--- config.mk ---
export PLATFORM = sky130hd
export DESIGN_NAME = dbs_bank_ctrl
export DESIGN_NICKNAME = d
export VERILOG_FILES = /design/src/verilog/dbs_pkg.sv /design/src/verilog/dbs_bank_ctrl.sv
export VERILOG_INCLUDE_DIRS = /design/src /design/src/verilog
export SDC_FILE = /design/constraint.sdc
export NUM_CORES = 1
export LEC_CHECK = 0
export BUFFER_PORTS_ARGS = -buffer_cell sky130_fd_sc_hd__buf_4
export CORE_MARGIN = 2
export CORE_UTILIZATION = 55
export CTS_BUF_LIST = sky130_fd_sc_hd__clkbuf_8
export DETAILED_ROUTE_END_ITERATION = 12
export PLACE_DENSITY_LB_ADDON = 0.12
export RECOVER_POWER = 100
export SLEW_MARGIN = 10
export SYNTH_ARGS = -nofsm -noshare
export SYNTH_HDL_FRONTEND = slang
export SYNTH_SLANG_ARGS = --single-unit
--- constraint.sdc ---
create_clock -name ref_clk -period 3.9 [get_ports ref_clk]
set_clock_uncertainty 0.05 [all_clocks]
set_input_delay 0.78 -clock ref_clk [delete_from_list [all_inputs] [get_ports ref_clk]]
set_output_delay 0.78 -clock ref_clk [all_outputs]
set_load 0.02 [all_outputs]
--- src/verilog/dbs_defs.svh ---
`ifndef DBS_DEFS_SVH
`define DBS_DEFS_SVH
`define DBS_NUM_BANKS 4
`define DBS_BANK_W 2
`define DBS_ROW_W 13
`define DBS_AP_BIT 10
`define DBS_CLK_PERIOD_PS 8000
`define DBS_PRECHARGE_PERIOD_PS 20000
`define DBS_ACT_TO_ACCESS_PS 20000
`define DBS_REFRESH_CYCLE_PS 75000
`define DBS_MODE_SET_CYCLES 2
`define DBS_SR_EXIT_PS 80000
`define DBS_SR_EXIT_READ_CYCLES 200
`define DBS_BURST_LEN 4
`define DBS_CNT_W 8
`endif

--- src/verilog/dbs_pkg.sv ---
package dbs_pkg;
  typedef enum logic [3:0] {
    DBS_CMD_DESEL, DBS_CMD_NOP, DBS_CMD_ACT, DBS_CMD_RD, DBS_CMD_WR,
    DBS_CMD_PRE, DBS_CMD_BST, DBS_CMD_REF, DBS_CMD_MRS
  } dbs_cmd_e;
  typedef enum logic [5:0] {
    DBS_B_IDLE = 6'h01, DBS_B_ACTIVATING = 6'h02, DBS_B_ACTIVE = 6'h04,
    DBS_B_READ = 6'h08, DBS_B_WRITE = 6'h10, DBS_B_PRECHARGING = 6'h20
  } dbs_bank_e;
  typedef enum logic [4:0] {
    DBS_P_RUN = 5'h01, DBS_P_PRE_PD = 5'h02, DBS_P_ACT_PD = 5'h04,
    DBS_P_SELF_REF = 5'h08, DBS_P_SR_EXIT = 5'h10
  } dbs_pwr_e;
  typedef struct packed {
    logic csN;
    logic rasN;
    logic casN;
    logic weN;
    logic [1:0] bank;
    logic [12:0] addr;
  } dbs_cmd_s;
  typedef struct packed {
    logic inBufEn;
    logic outBufEn;
    logic dllRun;
    logic cmdsLegal;
    logic readsAllowed;
  } dbs_stat_s;
endpackage

--- src/verilog/dbs_bank_ctrl.sv ---
`timescale 1ns/10ps
`default_nettype none
`include "dbs_defs.svh"
module dbs_bank_ctrl #(
  parameter int NUM_BANKS = `DBS_NUM_BANKS,
  parameter int BURST_LEN = `DBS_BURST_LEN
) (
  input wire logic ref_clk,
  input wire logic rst,
  input wire logic clkEnPin,
  input wire dbs_pkg::dbs_cmd_s cmdIn,
  input wire logic dllEnable,
  output logic [NUM_BANKS*6-1:0] bankStates,
  output dbs_pkg::dbs_pwr_e pwrState,
  output dbs_pkg::dbs_stat_s status
);
  import dbs_pkg::*;

  localparam int CW = `DBS_CNT_W;
  localparam logic [CW-1:0] PRE_CYC = CW'((`DBS_PRECHARGE_PERIOD_PS + `DBS_CLK_PERIOD_PS - 1) / `DBS_CLK_PERIOD_PS);
  localparam logic [CW-1:0] ACT_CYC = CW'((`DBS_ACT_TO_ACCESS_PS + `DBS_CLK_PERIOD_PS - 1) / `DBS_CLK_PERIOD_PS);
  localparam logic [CW-1:0] REF_CYC = CW'((`DBS_REFRESH_CYCLE_PS + `DBS_CLK_PERIOD_PS - 1) / `DBS_CLK_PERIOD_PS);
  localparam logic [CW-1:0] MRS_CYC = CW'(`DBS_MODE_SET_CYCLES);
  localparam logic [CW-1:0] SRX_CYC = CW'((`DBS_SR_EXIT_PS + `DBS_CLK_PERIOD_PS - 1) / `DBS_CLK_PERIOD_PS);
  localparam logic [CW-1:0] SRXR_CYC = CW'(`DBS_SR_EXIT_READ_CYCLES);
  localparam logic [CW-1:0] BURST_CYC = CW'(BURST_LEN / 2);

  ////////////////////////////////////////////////////////////
  function automatic dbs_cmd_e decode(input dbs_cmd_s c);
    if (c.csN) begin
      return DBS_CMD_DESEL;
    end
    case ({c.rasN, c.casN, c.weN})
      3'h7: return DBS_CMD_NOP;
      3'h3: return DBS_CMD_ACT;
      3'h5: return DBS_CMD_RD;
      3'h4: return DBS_CMD_WR;
      3'h2: return DBS_CMD_PRE;
      3'h6: return DBS_CMD_BST;
      3'h1: return DBS_CMD_REF;
      default: return DBS_CMD_MRS;
    endcase
  endfunction

  function automatic logic isNop(input dbs_cmd_e c);
    return (c == DBS_CMD_NOP) || (c == DBS_CMD_DESEL);
  endfunction

  ////////////////////////////////////////////////////////////
  // clock enable sampled at the pins: three stages, change taken when 2 and 3 agree; command registered once
  logic [2:0] ckeSync_r;
  logic ckeCur_r, ckePrev_r;
  dbs_cmd_s cmd_r;
  logic [2:0] ckeSync_nxt;
  logic ckeCur_nxt;

  always_comb begin
    ckeSync_nxt = {ckeSync_r[1:0], clkEnPin};
    ckeCur_nxt = ckeCur_r;
    if (ckeSync_r[1] == ckeSync_r[2]) begin
      ckeCur_nxt = ckeSync_r[2];
    end
  end

  always_ff @(posedge ref_clk or posedge rst) begin
    if (rst) begin
      ckeSync_r <= 3'h0;
      ckeCur_r <= 1'b0;
      ckePrev_r <= 1'b0;
      cmd_r <= '{csN: 1'b1, rasN: 1'b1, casN: 1'b1, weN: 1'b1, bank: 2'h0, addr: 13'h0};
    end else begin
      ckeSync_r <= ckeSync_nxt;
      ckeCur_r <= ckeCur_nxt;
      ckePrev_r <= ckeCur_r;
      cmd_r <= cmdIn;
    end
  end

  dbs_cmd_e cmd;
  logic allBanks;
  assign cmd = decode(cmd_r);
  assign allBanks = cmd_r.addr[`DBS_AP_BIT];

  ////////////////////////////////////////////////////////////
  // bank state machines
  dbs_bank_e bank_r [NUM_BANKS];
  dbs_bank_e bank_nxt [NUM_BANKS];
  logic [CW-1:0] bankCnt_r [NUM_BANKS];
  logic [CW-1:0] bankCnt_nxt [NUM_BANKS];
  logic autoPre_r [NUM_BANKS];
  logic autoPre_nxt [NUM_BANKS];
  logic [1:0] lastRdBank_r, lastRdBank_nxt;
  logic lastRdValid_r, lastRdValid_nxt;
  dbs_pwr_e pwr_r, pwr_nxt;
  logic [CW-1:0] pwrCnt_r, pwrCnt_nxt;
  logic [CW-1:0] blockCnt_r, blockCnt_nxt;
  logic [CW-1:0] readHold_r, readHold_nxt;
  logic allIdle, anyBurst, cmdLive;

  always_comb begin
    allIdle = 1'b1;
    anyBurst = 1'b0;
    for (int b = 0; b < NUM_BANKS; b++) begin
      if (bank_r[b] != DBS_B_IDLE) begin
        allIdle = 1'b0;
      end
      if (bank_r[b] inside {DBS_B_READ, DBS_B_WRITE, DBS_B_ACTIVATING, DBS_B_PRECHARGING} || autoPre_r[b]) begin
        anyBurst = 1'b1;
      end
    end
  end

  // bank rules only with enable high at both edges and self-refresh exit done
  assign cmdLive = ckePrev_r && ckeCur_r && (pwr_r == DBS_P_RUN) && (blockCnt_r == '0);

  always_comb begin
    lastRdBank_nxt = lastRdBank_r;
    lastRdValid_nxt = lastRdValid_r;
    for (int b = 0; b < NUM_BANKS; b++) begin
      logic hit;
      hit = allBanks || (cmd_r.bank == 2'(b));
      bank_nxt[b] = bank_r[b];
      autoPre_nxt[b] = autoPre_r[b];
      bankCnt_nxt[b] = (bankCnt_r[b] != '0) ? bankCnt_r[b] - 1'b1 : '0;
      // timed states expire
      case (bank_r[b])
        DBS_B_PRECHARGING: if (bankCnt_r[b] <= 1) begin
          bank_nxt[b] = DBS_B_IDLE;
          autoPre_nxt[b] = 1'b0;
        end
        DBS_B_ACTIVATING: if (bankCnt_r[b] <= 1) begin
          bank_nxt[b] = DBS_B_ACTIVE;
        end
        DBS_B_READ, DBS_B_WRITE: if (bankCnt_r[b] <= 1) begin
          // auto precharge starts when the burst completes
          bank_nxt[b] = autoPre_r[b] ? DBS_B_PRECHARGING : DBS_B_ACTIVE;
          bankCnt_nxt[b] = PRE_CYC;
        end
        default: ;
      endcase
      if (cmdLive && cmd_r.bank == 2'(b)) begin
        case (bank_r[b])
          DBS_B_IDLE: if (cmd == DBS_CMD_ACT) begin
            bank_nxt[b] = DBS_B_ACTIVATING;
            bankCnt_nxt[b] = ACT_CYC;
          end
          DBS_B_ACTIVE, DBS_B_READ, DBS_B_WRITE: if (!autoPre_r[b]) begin
            if (cmd == DBS_CMD_RD || cmd == DBS_CMD_WR) begin
              // a new access restarts the burst; write truncated by read
              bank_nxt[b] = (cmd == DBS_CMD_RD) ? DBS_B_READ : DBS_B_WRITE;
              bankCnt_nxt[b] = BURST_CYC;
              autoPre_nxt[b] = cmd_r.addr[`DBS_AP_BIT];
            end
          end
          default: ;
        endcase
        if (cmd == DBS_CMD_RD && bank_r[b] != DBS_B_IDLE && !autoPre_r[b]) begin
          lastRdBank_nxt = 2'(b);
          lastRdValid_nxt = 1'b1;
        end
      end
      // precharge, single or all banks
      if (cmdLive && cmd == DBS_CMD_PRE && hit && !autoPre_r[b] &&
          (bank_r[b] == DBS_B_ACTIVE || bank_r[b] == DBS_B_READ || bank_r[b] == DBS_B_WRITE)) begin
        bank_nxt[b] = DBS_B_PRECHARGING;
        bankCnt_nxt[b] = PRE_CYC;
      end
      // terminate hits whichever bank last started a read
      if (cmdLive && cmd == DBS_CMD_BST && lastRdValid_r && lastRdBank_r == 2'(b) &&
          bank_r[b] == DBS_B_READ && !autoPre_r[b]) begin
        bank_nxt[b] = DBS_B_ACTIVE;
        bankCnt_nxt[b] = '0;
        lastRdValid_nxt = 1'b0;
      end
    end
  end

  ////////////////////////////////////////////////////////////
  // power and clock-enable handling
  always_comb begin
    pwr_nxt = pwr_r;
    pwrCnt_nxt = (pwrCnt_r != '0) ? pwrCnt_r - 1'b1 : '0;
    blockCnt_nxt = (blockCnt_r != '0) ? blockCnt_r - 1'b1 : '0;
    readHold_nxt = (readHold_r != '0) ? readHold_r - 1'b1 : '0;
    case (pwr_r)
      DBS_P_RUN: begin
        if (ckePrev_r && !ckeCur_r) begin
          if (cmd == DBS_CMD_REF && allIdle) begin
            pwr_nxt = DBS_P_SELF_REF;
          end else if (isNop(cmd) && !anyBurst) begin
            pwr_nxt = allIdle ? DBS_P_PRE_PD : DBS_P_ACT_PD;
          end
        end else if (cmdLive && allIdle) begin
          // refresh and mode set hold off every command except power-down and self-refresh entry
          if (cmd == DBS_CMD_REF) begin
            blockCnt_nxt = REF_CYC;
          end else if (cmd == DBS_CMD_MRS) begin
            blockCnt_nxt = MRS_CYC;
          end
        end
      end
      DBS_P_PRE_PD, DBS_P_ACT_PD: begin
        // low-low holds; low-high with nop exits
        if (!ckePrev_r && ckeCur_r && isNop(cmd)) begin
          pwr_nxt = DBS_P_RUN;
        end
      end
      DBS_P_SELF_REF: begin
        if (!ckePrev_r && ckeCur_r && isNop(cmd)) begin
          pwr_nxt = DBS_P_SR_EXIT;
          pwrCnt_nxt = SRX_CYC;
          readHold_nxt = SRXR_CYC;
        end
      end
      DBS_P_SR_EXIT: begin
        if (pwrCnt_r <= 1) begin
          pwr_nxt = DBS_P_RUN;
        end
      end
      default: pwr_nxt = DBS_P_RUN;
    endcase
    // relock time counts from the DLL's return, or from the self-refresh exit if that is later
    if (!dllEnable) begin
      readHold_nxt = SRXR_CYC;
    end
  end

  always_ff @(posedge ref_clk or posedge rst) begin
    if (rst) begin
      for (int b = 0; b < NUM_BANKS; b++) begin
        bank_r[b] <= DBS_B_IDLE;
        bankCnt_r[b] <= '0;
        autoPre_r[b] <= 1'b0;
      end
      lastRdBank_r <= 2'h0;
      lastRdValid_r <= 1'b0;
      pwr_r <= DBS_P_RUN;
      pwrCnt_r <= '0;
      blockCnt_r <= '0;
      readHold_r <= '0;
    end else begin
      for (int b = 0; b < NUM_BANKS; b++) begin
        bank_r[b] <= bank_nxt[b];
        bankCnt_r[b] <= bankCnt_nxt[b];
        autoPre_r[b] <= autoPre_nxt[b];
      end
      lastRdBank_r <= lastRdBank_nxt;
      lastRdValid_r <= lastRdValid_nxt;
      pwr_r <= pwr_nxt;
      pwrCnt_r <= pwrCnt_nxt;
      blockCnt_r <= blockCnt_nxt;
      readHold_r <= readHold_nxt;
    end
  end

  ////////////////////////////////////////////////////////////
  // buffers off in any power-down, clock and enable inputs stay live
  logic bufOn;
  assign bufOn = (pwr_r == DBS_P_RUN) || (pwr_r == DBS_P_SR_EXIT);

  always_comb begin
    for (int b = 0; b < NUM_BANKS; b++) begin
      bankStates[b*6 +: 6] = bank_r[b];
    end
  end

  assign pwrState = pwr_r;
  assign status = '{inBufEn: bufOn, outBufEn: bufOn, dllRun: dllEnable,
                    cmdsLegal: cmdLive, readsAllowed: cmdLive && (readHold_r == '0)};
endmodule
`default_nettype wire

; ---- Word level (Yosys, flattened, before mapping)
; Index checks and enable logic that the tools add are counted.
; Widths: inputs -> output; s select.
[word_totals]
mem_bits_rw = 0
romBits = 0
output_inout_bits = 34
wordCells = 366
regBits = 114
memories = 0
input_bits = 23
latchBits = 0
[classes]
n_shift = 0
bitwise_logic = 0
div = 0
n_mul = 0
n_addsub = 7
n_eq_ne = 60
reduce_logical = 101
muxes = 166
magnitude_cmp = 5
[op_table]
columns = cell, n
row1 = $mux 8, 49
row2 = $mux 6, 40
row3 = $pmux 6 s3, 4
row4 = $pmux 8 s2, 4
row5 = $reduce_bool 8->1, 7
row6 = $sub 8x1->8 const B, 7
row7 = $logic_and 1x1->1, 49
row8 = $pmux 6 s2, 4
row9 = $mux 1, 45
row10 = $le 8x1->1 const B, 5
row11 = $mux 5, 7
row12 = $pmux 4 s7, 1
row13 = $eq 6x1->1 const B, 4
row14 = $eq 6x2->1 const B, 4
row15 = $eq 6x3->1 const B, 4
row16 = $eq 6x4->1 const B, 4
row17 = $eq 6x5->1 const B, 4
row18 = $eq 6x6->1 const B, 4
row19 = $ne 6x1->1 const B, 4
row20 = $pmux 5 s4, 1
row21 = $logic_or 1x1->1, 19
row22 = $eq 4x3->1 const B, 4
row23 = $logic_not 8->1, 2
row24 = $mux 2, 8
row25 = 25 further kinds, 55

; ---- Longest topological paths before layout
[depth]
depth_word = 19
depth_mapped = 9
depth_no_buf = 8

; ---- Least setup slack after synthesis
; No wires, ideal clock.
[synth_timing]
kind = register to register
start = register blockCnt_r[0]
end = register bankCnt_r[27] in the netlist's numbering
stages_incl_launch_ff = 10
setup_slack_ns = 1.207
period_less_slack_ns = 2.693
setup_ns = 0.127
t_required_ns = 3.723
path_buffers = 1
t_arrival_ns = 2.517
path_cell_list = dfrtp_1 -> inv_1 -> ha_1 -> or3b_2 -> or4_4 -> or4_4 -> o41ai_2 -> or4b_1 -> buf_6 -> a21oi_1
[synth_rtl]
columns = element, line_no
row1 = start: declaration, dbs_bank_ctrl.sv:96  ; logic [CW-1:0] blockCnt_r, blockCnt_nxt;
row2 = start signal: assignment, dbs_bank_ctrl.sv:251  ; blockCnt_r <= blockCnt_nxt;
row3 = end signal: indexed assignment, dbs_bank_ctrl.sv:244  ; bankCnt_r[b] <= bankCnt_nxt[b];
row4 = end: declaration, dbs_bank_ctrl.sv:88  ; logic [CW-1:0] bankCnt_r [NUM_BANKS];

==> metrics.yaml <==
place:
  dpl.hpwl_um: 10370
  place_area_um2: 6533
  io_buffers: 44
  place_congestion: 0.9365
critical_path:
  cp-end-kind: "flop"
  cp_data_arrival_time_ns: 3.70
  criticalPathCategory: "reg2reg"
  cp_data_required_time_ns: 4.12
  cpPeakStageDelay_ns: 0.90
  crit_buf_inv: 1
  critPathTopFamily: "simple AND/OR/NAND/NOR gates"
  critical-path-slowest-cell: "a2111oi_0"
  path_max_fanout: 12
  start_kind: "flop"
  crit_path_cell_trace: "inv_1 -> ha_1 -> or3b_2 -> or4_4 -> a2111oi_0 -> or2_2 -> nand3b_1 -> nor2_1"
synth:
  synth_compound_area_share_pct: 13.27
  ys.flop_type: "dfrtp_1"
  synth_fa_ha_area_share_pct: 3.224
  yosysUniqueCellTypes: 69
  synth.net_count: 722
  synth_area_per_cell_um2: 8.963
  synthSimpleGateAreaFrac_pct: 30.53
  synth_edf_count: 0
  ys_async_sr_fraction_pct: 100.0
  synth-xor-area-share_pct: 6.000
  ys_seq_area_share_pct: 42.63
  synth_mux_area_share_pct: 0.3469
  synth_area_um2: 6131
  postSynthCellCount: 684
  ys_ff_latch: 104
  yosysWarningCount: 0
  synth_top_family_by_area: "simple AND/OR/NAND/NOR gates"
die:
  die_w_um: 109.6
  io_pins: 57
  initial_utilization_pct: 56.56
  die-area_um2: 12010
  rows: 38
  die_y_um: 109.6
  core_area_um2: 10840
timing:
  hold_viol_final: 0
  relSlewSlack_pct: -49.09
  max_freq_ghz: 0.2867
  report.final.slew_viol_count: 61
  rsz0062_at_grt: "no"
  setup-violations-final: 0
  min_period_ns: 3.488
  tightest_slew_ns: 2.234
  setup_tns_ns: 0
  period_share_pct: 89.44
route:
  ant_nets: 0
  routed_wl_um: 14100
  dr.pass1.iters: 5
  dr_total_vias: 5253
  wire_per_inst_um: 16.32
  drc_errors: 0
  drt_iter0_drc: 377
  viasPerCell: 6.080
global_route:
  grtUsageTotal_pct: 25.65
  antenna_found_initial: 0
  grt_max_degree: 61
  grt_pass1_vias: 5162
  grt_pass1_wl_um: 24130
  gr-total-overflow: 0
layout:
  nNetsFinal: 757
  final_util_pct: 60.72
  antennaDiodeCount: 0
  num-fill-cells: 973
  final_common_cell: "nor2_1"
  drive_gt1_share_pct: 8.011
  syn2layout_area_growth_pct: 7.367
  layout_common_cells: "nor2_1 (104), dfrtp_1 (95), nand2_1 (50), o21ai_0 (38)"
  fin_area_um2: 6583
status:
  violations: "max-capacitance violations, max-slew violations"
  status: "finished with violations"
worst_hold_path:
  min_path_type: "reg2reg"
cts:
  clk_pin_slew_worst_paths_ns: 0.10
  cts_made_buffers: 9
  post_cts_buffers: 0
  clockRootBuffer: "clkbuf_8"
  ctsHoldBuffers: 0
  cts_sinks: 104
  clock_latency_ns: 0.39
  cts_tree: "yes"
  ctsResizeCount: 0
  clock_path_buffers: 2
  cts_max_level: 3
power_and_ir_drop:
  p_per_area_nw_per_um2: 338.8
  total_power_uw: 2230
  p_leak_uw: 0.003065
  ir_drop_mv: 0.3963
job:
  cap_violations: 1
[per-stage QoR]
stage	hold slack, ns	setup slack [ns]	std cells
2_1_floorplan	0.2812	0.3527	684
4_1_cts	0.3123	0.3584	864
6_report	0.3091	0.4118	864
3_3_place_gp	0.2867	0.9144	848
3_5_place_dp	0.2885	0.8030	848
5_1_grt	0.3155	0.2074	864
[logic make-up (layout without fill, tap and decap cells)]
family | count (synthesis) | in the layout
AND/OR/NAND/NOR | 344 | 344
AO/OA/AOI/OAI | 122 | 122
flip-flops | 104 | 104
buffers and inverters | 54 | 94
XOR/XNOR | 42 | 42
adder cells (fa/ha/maj) | 16 | 16
multiplexers | 2 | 2
[registers in the layout, indices dropped and copies added, names as in the netlist, 2 cells and up]
register	count
autoPre_r	4
bankCnt_r	32
bankStates	24
blockCnt_r	8
ckeSync_r	3
cmd_r	6
lastRdBank_r	2
pwrCnt_r	8
pwrState	5
readHold_r	8
[power by group]
| part | leakage (µW) | internal, µW | switching (µW) | total (µW) |
|---|---|---|---|---|
| Clock | 0.000116 | 384 | 389 | 773 |
| Combinational | 0.00157 | 101 | 188 | 289 |
| Sequential | 0.00138 | 1120 | 49.8 | 1170 |
[per-layer routing]
layer	GRT usage (%)	up-vias	wire, µm	share of wire, %
met2	42.33	148	6736	48
met4	6.510	0	205	1.5
li1	-	2534	-	-
met3	6.402	26	819	5.8
met1	33.91	2545	6341	45
met5	0	-	0	0
[path summary, 6_finish.rpt]
path	from	end	slack (ns)	cells past startpoint
worst min-delay path	ckeSync_r[0]$_DFF_PP0_	ckeSync_r[1]$_DFF_PP0_	0.31	0
worst min register to register	ckeSync_r[0]$_DFF_PP0_	ckeSync_r[1]$_DFF_PP0_	0.31	0
worst max-delay path	blockCnt_r[0]$_DFF_PP0_	bankCnt_r[18]$_DFF_PP0_	0.41	8
min in group asynchronous	rst	bankStates[16]$_DFF_PP0_	1.10	2
worst max register to register	blockCnt_r[0]$_DFF_PP0_	bankCnt_r[18]$_DFF_PP0_	0.41	8
max in group asynchronous	rst	readHold_r[6]$_DFF_PP0_	1.14	3
[cell usage after synthesis (4+ instances only)]
| library cell | count | area share, % |
|---|---|---|
| ha_1 | 15 | 3.1 |
| a32oi_1 | 5 | 0.71 |
| nand2b_1 | 12 | 1.2 |
| o21ai_0 | 38 | 3.1 |
| nand3_1 | 28 | 2.3 |
| inv_1 | 31 | 1.9 |
| buf_4 | 5 | 0.61 |
| or4_1 | 4 | 0.49 |
| nand3b_1 | 6 | 0.73 |
| clkbuf_1 | 13 | 0.80 |
| o31ai_1 | 10 | 1.2 |
| xor2_1 | 14 | 2.0 |
| nor4b_1 | 15 | 2.1 |
| nor4_1 | 19 | 1.9 |
| nand2_1 | 50 | 3.1 |
| o211ai_1 | 7 | 0.86 |
| dfstp_2 | 9 | 3.9 |
| dfrtp_1 | 95 | 39 |
| a21o_1 | 7 | 0.86 |
| a21oi_1 | 24 | 2.0 |
| nor3b_1 | 6 | 0.73 |
| and3_1 | 8 | 0.82 |
| nor3_1 | 32 | 2.6 |
| xnor2_1 | 28 | 4.0 |
| and2_1 | 5 | 0.51 |
| nor4_2 | 5 | 1.0 |
| or4_4 | 6 | 1.1 |
| or3_1 | 11 | 1.1 |
| nand4_1 | 5 | 0.51 |
| or2_2 | 9 | 0.92 |
| nor2_1 | 104 | 6.4 |
[cell type report]
type                       instances  area (µm²)  area share, %
multi-input combinational        526        3206          48.70
sequential                       104        2614          39.71
timing repair buffer              47       242.7          3.688
tap                              140       175.2          2.661
clock buffer                      10       137.6          2.091
inverter                          31       116.4          1.768
clock inverter                     6       91.34          1.388
No activity file was read; power rests on OpenSTA's default activity.
